[src/logic/pgsn_regs.vh]
// Register map, reset values and field constants of the port group block
`ifndef PGSN_REGS_VH
`define PGSN_REGS_VH

`define PGSN_ADDR_IRQ_DIR     16'hffcd
`define PGSN_ADDR_ANA_LVL     16'hffce
`define PGSN_ADDR_IRQ_DATA    16'hffcf
`define PGSN_ADDR_SER_DIR     16'hffd0
`define PGSN_ADDR_SER_DATA    16'hffd2

`define PGSN_RST_IRQ_DIR      8'hf0
`define PGSN_RST_IRQ_DATA     8'he0
`define PGSN_RST_SER_DIR      8'hc0
`define PGSN_RST_SER_DATA     8'hc0

`define PGSN_FIXED_IRQ_DATA   8'he0
`define PGSN_FIXED_SER_DATA   8'hc0
`define PGSN_DIR_READ         8'hff
`define PGSN_UNMAPPED_READ    8'h00
`define PGSN_ZERO8            8'h00
`define PGSN_ANA_PAD          4'h0

`define PGSN_SYNC_W           10
`define PGSN_SYNC_ANA_LSB     0
`define PGSN_SYNC_IRQ_LSB     4
`define PGSN_SYNC_SER_LSB     6
`define PGSN_SYNC_HWS_BIT     9

`define PGSN_SER_TX_PIN       0
`define PGSN_SER_RX_PIN       1
`define PGSN_SER_CK_PIN       2

`endif

[src/logic/pgsn_top.v]
// Port group block: analog input group, interrupt group and serial group pins
`timescale 1ns/100ps
`include "pgsn_regs.vh"

module pgsn_top
(
  // Clock and reset
  input  wire        clk_i,
  input  wire        rstn_i,
  // Hardware standby pin, active high
  input  wire        hw_standby_i,
  // Register port
  input  wire [15:0] addr_i,
  input  wire [7:0]  wdata_i,
  input  wire        wr_i,
  input  wire        rd_i,
  output reg  [7:0]  rdata_o,
  // Analog group pins
  input  wire [3:0]  ana_pin_i,
  output reg  [3:0]  adc_in_o,
  // Interrupt group pins
  input  wire [1:0]  irq_pin_i,
  output reg  [1:0]  irq_pin_o,
  output reg  [1:0]  irq_pin_oe_o,
  output reg         ext_interrupt_zero_o,
  output reg         ext_interrupt_one_o,
  // Serial group pins (index 0,1,2 = pins 0,2,4)
  input  wire [2:0]  ser_pin_i,
  output reg  [2:0]  ser_pin_o,
  output reg  [2:0]  ser_pin_oe_o,
  output reg         ext_interrupt_four_o,
  // Serial interface side
  input  wire        serial_receiver_enable_i,
  input  wire        serial_transmitter_enable_i,
  input  wire        txd_i,
  input  wire        sck_own_i,
  input  wire        sck_drive_i,
  input  wire        sck_out_i,
  output reg         rxd_o,
  output reg         sck_in_o
);

  reg  [`PGSN_SYNC_W-1:0] sync1_r;
  reg  [`PGSN_SYNC_W-1:0] sync2_r;
  reg  [`PGSN_SYNC_W-1:0] sync3_r;
  reg  [`PGSN_SYNC_W-1:0] filt_r;
  wire [`PGSN_SYNC_W-1:0] filt_nxt;
  wire [`PGSN_SYNC_W-1:0] raw_in;

  reg  [7:0] irq_dir_r;
  reg  [7:0] irq_dir_nxt;
  reg  [7:0] irq_data_r;
  reg  [7:0] irq_data_nxt;
  reg  [7:0] ser_dir_r;
  reg  [7:0] ser_dir_nxt;
  reg  [7:0] ser_data_r;
  reg  [7:0] ser_data_nxt;
  reg  [7:0] rdata_nxt;

  reg  [1:0] irq_out_nxt;
  reg  [1:0] irq_oe_nxt;
  reg  [2:0] ser_out_nxt;
  reg  [2:0] ser_oe_nxt;

  wire [3:0] ana_lvl;
  wire [1:0] irq_lvl;
  wire [2:0] ser_lvl;
  wire       hw_stby;
  wire [7:0] ser_lvl_wide;
  wire [7:0] ser_dir_used;

  // Mixed-width read of pin vs. stored bit, shared by both two-way groups
  function [7:0] pgsn_port_read;
    input [7:0] dir;
    input [7:0] data;
    input [7:0] lvl;
    input [7:0] fixed;
    begin
      pgsn_port_read = fixed | (dir & data) | (~dir & lvl & ~fixed);
    end
  endfunction

  assign raw_in = {hw_standby_i, ser_pin_i, irq_pin_i, ana_pin_i};

  // A change counts only once stages two and three agree
  assign filt_nxt = (sync2_r & ~(sync2_r ^ sync3_r)) | (filt_r & (sync2_r ^ sync3_r));

  always @(posedge clk_i or negedge rstn_i)
  begin
    if (!rstn_i)
    begin
      sync1_r <= {`PGSN_SYNC_W{1'b0}};
      sync2_r <= {`PGSN_SYNC_W{1'b0}};
      sync3_r <= {`PGSN_SYNC_W{1'b0}};
      filt_r  <= {`PGSN_SYNC_W{1'b0}};
    end
    else
    begin
      sync1_r <= raw_in;
      sync2_r <= sync1_r;
      sync3_r <= sync2_r;
      filt_r  <= filt_nxt;
    end
  end

  assign ana_lvl = filt_r[`PGSN_SYNC_ANA_LSB +: 4];
  assign irq_lvl = filt_r[`PGSN_SYNC_IRQ_LSB +: 2];
  assign ser_lvl = filt_r[`PGSN_SYNC_SER_LSB +: 3];
  assign hw_stby = filt_r[`PGSN_SYNC_HWS_BIT];

  // Serial pins sit at register bits 0, 2 and 4
  assign ser_lvl_wide = {3'b000, ser_lvl[2], 1'b0, ser_lvl[1], 1'b0, ser_lvl[0]};
  assign ser_dir_used = {3'b000, ser_dir_r[4], 1'b0, ser_dir_r[2], 1'b0, ser_dir_r[0]};

  // Register writes; hardware standby reloads reset values and blocks writes
  always @*
  begin
    irq_dir_nxt  = irq_dir_r;
    irq_data_nxt = irq_data_r;
    ser_dir_nxt  = ser_dir_r;
    ser_data_nxt = ser_data_r;
    if (hw_stby)
    begin
      irq_dir_nxt  = `PGSN_RST_IRQ_DIR;
      irq_data_nxt = `PGSN_RST_IRQ_DATA;
      ser_dir_nxt  = `PGSN_RST_SER_DIR;
      ser_data_nxt = `PGSN_RST_SER_DATA;
    end
    else if (wr_i)
    begin
      case (addr_i)
        `PGSN_ADDR_IRQ_DIR:
          irq_dir_nxt = wdata_i;
        `PGSN_ADDR_IRQ_DATA:
          irq_data_nxt = wdata_i | `PGSN_FIXED_IRQ_DATA;
        `PGSN_ADDR_SER_DIR:
          ser_dir_nxt = wdata_i;
        `PGSN_ADDR_SER_DATA:
          ser_data_nxt = wdata_i | `PGSN_FIXED_SER_DATA;
        default:
          irq_dir_nxt = irq_dir_r;
      endcase
    end
  end

  // Read data stand only in the cycle after the strobe
  always @*
  begin
    rdata_nxt = `PGSN_ZERO8;
    if (rd_i)
    begin
      case (addr_i)
        `PGSN_ADDR_IRQ_DIR:
          rdata_nxt = `PGSN_DIR_READ;
        `PGSN_ADDR_SER_DIR:
          rdata_nxt = `PGSN_DIR_READ;
        `PGSN_ADDR_ANA_LVL:
          rdata_nxt = {`PGSN_ANA_PAD, ana_lvl};
        `PGSN_ADDR_IRQ_DATA:
          rdata_nxt = pgsn_port_read({6'b111111, irq_dir_r[1:0]}, irq_data_r,
                                     {6'b000000, irq_lvl}, `PGSN_FIXED_IRQ_DATA);
        `PGSN_ADDR_SER_DATA:
          rdata_nxt = pgsn_port_read(ser_dir_used | 8'h2a, ser_data_r,
                                     ser_lvl_wide, `PGSN_FIXED_SER_DATA);
        default:
          rdata_nxt = `PGSN_UNMAPPED_READ;
      endcase
    end
  end

  // Pin drive is computed from next register state so a write shows next cycle
  always @*
  begin
    irq_out_nxt = {1'b0, irq_data_nxt[0]};
    irq_oe_nxt  = {1'b0, irq_dir_nxt[0]};
    ser_out_nxt = {ser_data_nxt[4], ser_data_nxt[2], ser_data_nxt[0]};
    ser_oe_nxt  = {ser_dir_nxt[4], ser_dir_nxt[2], ser_dir_nxt[0]};
    if (serial_transmitter_enable_i)
    begin
      ser_oe_nxt[`PGSN_SER_TX_PIN]  = 1'b1;
      ser_out_nxt[`PGSN_SER_TX_PIN] = txd_i;
    end
    if (serial_receiver_enable_i)
    begin
      ser_oe_nxt[`PGSN_SER_RX_PIN]  = 1'b0;
      ser_out_nxt[`PGSN_SER_RX_PIN] = 1'b0;
    end
    if (sck_own_i)
    begin
      ser_oe_nxt[`PGSN_SER_CK_PIN]  = sck_drive_i;
      ser_out_nxt[`PGSN_SER_CK_PIN] = sck_out_i;
    end
  end

  always @(posedge clk_i or negedge rstn_i)
  begin
    if (!rstn_i)
    begin
      irq_dir_r            <= `PGSN_RST_IRQ_DIR;
      irq_data_r           <= `PGSN_RST_IRQ_DATA;
      ser_dir_r            <= `PGSN_RST_SER_DIR;
      ser_data_r           <= `PGSN_RST_SER_DATA;
      rdata_o              <= `PGSN_ZERO8;
      adc_in_o             <= 4'h0;
      irq_pin_o            <= 2'h0;
      irq_pin_oe_o         <= 2'h0;
      ext_interrupt_zero_o <= 1'b0;
      ext_interrupt_one_o  <= 1'b0;
      ser_pin_o            <= 3'h0;
      ser_pin_oe_o         <= 3'h0;
      ext_interrupt_four_o <= 1'b0;
      rxd_o                <= 1'b0;
      sck_in_o             <= 1'b0;
    end
    else
    begin
      irq_dir_r            <= irq_dir_nxt;
      irq_data_r           <= irq_data_nxt;
      ser_dir_r            <= ser_dir_nxt;
      ser_data_r           <= ser_data_nxt;
      rdata_o              <= rdata_nxt;
      adc_in_o             <= ana_lvl;
      irq_pin_o            <= irq_out_nxt;
      irq_pin_oe_o         <= irq_oe_nxt;
      ext_interrupt_zero_o <= irq_lvl[0];
      ext_interrupt_one_o  <= irq_lvl[1];
      ser_pin_o            <= ser_out_nxt;
      ser_pin_oe_o         <= ser_oe_nxt;
      ext_interrupt_four_o <= ser_lvl[`PGSN_SER_CK_PIN];
      rxd_o                <= ser_lvl[`PGSN_SER_RX_PIN];
      sck_in_o             <= ser_lvl[`PGSN_SER_CK_PIN];
    end
  end

endmodule // pgsn_top

[config.mk]
export PLATFORM = sky130hd
export DESIGN_NAME = pgsn_top
export DESIGN_NICKNAME = d
export VERILOG_FILES = /design/src/logic/pgsn_top.v
export VERILOG_INCLUDE_DIRS = /design/src /design/src/logic
export SDC_FILE = /design/constraint.sdc
export NUM_CORES = 1
export LEC_CHECK = 0
export BUFFER_PORTS_ARGS = -buffer_cell sky130_fd_sc_hd__buf_2
export CAP_MARGIN = 20
export CORE_AREA = 3 3 97 99
export DETAILED_ROUTE_END_ITERATION = 16
export DIE_AREA = 0 0 100 102
export GPL_TIMING_DRIVEN = 0
export HOLD_SLACK_MARGIN = 0.08
export PLACE_DENSITY = 0.58
export SYNTH_ARGS = -nofsm -noshare
export SYNTH_HDL_FRONTEND = slang
export SYNTH_SLANG_ARGS = --single-unit
export TNS_END_PERCENT = 5
[constraint.sdc]
create_clock -name clk_i -period 1.4 [get_ports clk_i]
set_clock_uncertainty 0.05 [all_clocks]
set_input_delay 0.28 -clock clk_i [delete_from_list [all_inputs] [get_ports clk_i]]
set_output_delay 0.28 -clock clk_i [all_outputs]
set_load 0.01 [all_outputs]
==> results.cfg <==
[status]
run_status = finished, violations left
violations = setup timing

[place]
postPlaceCellArea_sq_mm = 0.00348
globalplace.congestion = 0.808
portBuffers = 65
hpwl_um = 4660
pre_cts_slack_ps = -477

[synthesis]
ys_async_sr_fraction_pct = 100
netlist_area_sq_mm = 0.00299
post_synth_most_frequent_cells = dfrtp_1, nand3_1, nand4_1, a21oi_1, maj3_1
synthCells = 230
synth_area_leader_cell = dfrtp_1
yosysMostFrequentCell = dfrtp_1
synth-seq-cells = 77
synthTopCellsByArea = dfrtp_1, maj3_1, nand4_1
synth-edff-count = 0
synth-seq-area-share_pct = 64.5
synth_top_area_share_pct = 64.5
synthFlopType = dfrtp_1
synth.avg_cell_area_sq_um = 13.0
synth_warnings = 0
ys_types = 45

[timing]
layout_min_cycle_time_ps = 1430
period_share_pct = 102
rsz0062_at_grt = true
finalSetupViolations = 4
fmax_mhz = 699
hold_violations = 0
drv_slew = 0
slew_headroom_pct = 66.1
tightest_slew_ps = 508
final.setup.worst_slack_ps = -31.5

[clock_network]
cts_tree = built
clk_latency_ps = 340
cts_made_buffers = 9
cts-root-buf = clkbuf_8
cts_max_level = 3
cts.sinks = 77
clkTransAtPathRegs_ps = 80
cts_buffer_depth = 2

[worst_hold_path]
hold-path-cell-count = 3
hp-start = rd_i
hold_class = input pin to flop
min_to = rdata_o[5]

[critical_path]
start_kind = input pin
critPathMaxStageDelay_ps = 550
crit_path_top_delay_cell = or4_4
crit_path_cell_trace = buf_2, nand3b_4, or4_4, clkbuf_8, o31ai_1, a21oi_1
worstPathMaxFanout = 7
cp_top_family = simple AND/OR/NAND/NOR gates
reg2reg_to = ser_pin_o[0]
reg2reg_slack_ps = 60
critPathKind = input pin to flop
cp_data_required_time_ps = 1550
rr_worst_depth = 3
startpoint = addr_i[5]
critPathBufInv = 2
arrival_ps = 1580
endpoint_kind = flop

[die]
io_pins = 71
die_w_um = 100
core_area_sq_mm = 0.00864
rows = 34
initial_utilization_pct = 34.6
die_area_sq_mm = 0.0102
die_height_um = 102

[global_route]
grt_use_total_pct = 13.7
use_met1_pct = 18.0
grt_antenna_before_repair = 0
grt.busiest_layer = met2
grt_pass1_vias = 2202
grt_pass1_wl_um = 10900
grt_overflow = 0
grt_util_met3_pct = 4.30
met2_usage_pct = 21.7
grt_max_degree = 43

[power_and_ir_drop]
p_per_area_mw_per_mm2 = 1150
leakagePower_nw = 1.73
ir_drop_v = 0.000450

[detailed_routing]
wire_per_inst_um = 15.6
dr.pass1.iters = 4
drc = 0
vias = 2198
ant_nets = 0
viasPerCell = 5.06
drt_wl_total_um = 6760
drt-initial-drc-count = 135

[layout]
fin_area_sq_mm = 0.00384
layout-drive-gt1-share_pct = 36.8
syn_to_final_growth_pct = 28.5
nFillCells = 837
layout.nets = 365
finish.utilization_pct = 44.5
antenna_cells = 0

[flow_run]
drv_cap = 0
## per-stage QoR
stage / hold WS [ps] / std cells / setup TNS [ps] / power [mW]
6_report: 115 / 434 / -86.9 / 4.41
5_1_grt: 117 / 434 / -267 / 4.62
4_1_cts: 102 / 433 / -46.8 / 4.48
3_5_place_dp: 220 / 405 / -9810 / 2.76
3_3_place_gp: 281 / 404 / -49180 / 2.74
2_1_floorplan: -65.6 / 231 / -1650 / 2.55
## layout by cell type, fill, tap and decap left out, types with 3 or more instances in the layout
cell type,n
nand3_1,17
dlygate4sd3_1,12
buf_4,9
inv_1,4
o21ai_0,6
a41oi_1,4
a21oi_1,15
mux2_2,5
clkbuf_2,3
buf_2,65
nand2_1,6
clkbuf_8,13
maj3_1,10
clkinvlp_4,3
nand4_1,16
o21ai_1,4
dfrtp_1,77
a221o_1,3
and4_1,3
nor3_1,4
o31ai_1,3
nor2_1,4
## area by class of cell
class | count | area [sq um] | area share [%]
Clock inverter | 7 | 75.1 | 1.95
Multi-Input combinational cell | 132 | 936 | 24.4
Inverter | 4 | 15.0 | 0.391
Timing Repair Buffer | 79 | 475 | 12.4
Tap cell | 108 | 135 | 3.52
Clock buffer | 9 | 124 | 3.22
Sequential cell | 77 | 1930 | 50.2
Buffer | 18 | 154 | 4.01
## per-layer routing
| metal | vias up | wire, um |
|---|---|---|
| met1 | 1084 | 3030 |
| met3 | 11 | 494 |
| met2 | 72 | 3130 |
| met5 | - | 0 |
| met4 | 0 | 101 |
| li1 | 1031 | - |
## timing repair
action | in CTS | in global routing
gates resized for setup | 6 | 10
buffers inserted | 0 | 1
pin swaps | 1 | 2
endpoints found under the setup margin | 19 | 21
hold buffers | 12 | 0
hold endpoints to repair | 47 | 0
## where the power goes
| part | internal (mW) | switching (mW) |
|---|---|---|
| logic | 0.164 | 0.207 |
| registers | 2.32 | 0.0473 |
| clock network | 0.829 | 0.840 |
| total | 3.32 | 1.09 |
## worst register-to-register path, stage by stage, from the launching register on
cell and delay [ps]:
dfrtp_1 350, clkbuf_1 410, nor3b_1 110, a221o_1 330
## kinds of logic (layout without fill, tap and decap cells)
| logic type | after synthesis | count (layout) | share of synthesized area [%] |
|---|---|---|---|
| other cells | 1 | 2 | 0.125 |
| buf+inv | 22 | 117 | 5.15 |
| simple gates | 70 | 70 | 15.3 |
| fa+ha+maj | 10 | 10 | 3.35 |
| compound gates | 45 | 45 | 9.71 |
| flops | 77 | 77 | 64.5 |
| mux | 5 | 5 | 1.88 |
## worst max-delay path by stage
stage	end	slack, ps	depth (start not counted)
final	irq_data_r[1]	-30	6
after global placement	adc_in_o[0]	-520	1
after floorplan	irq_data_r[0]	-160	5
after detailed placement	ser_pin_oe_o[0]	-480	6
after global routing	irq_data_r[4]	-60	6
after CTS	irq_data_r[0]	-30	6
No activity file was read; power rests on OpenSTA's default activity.
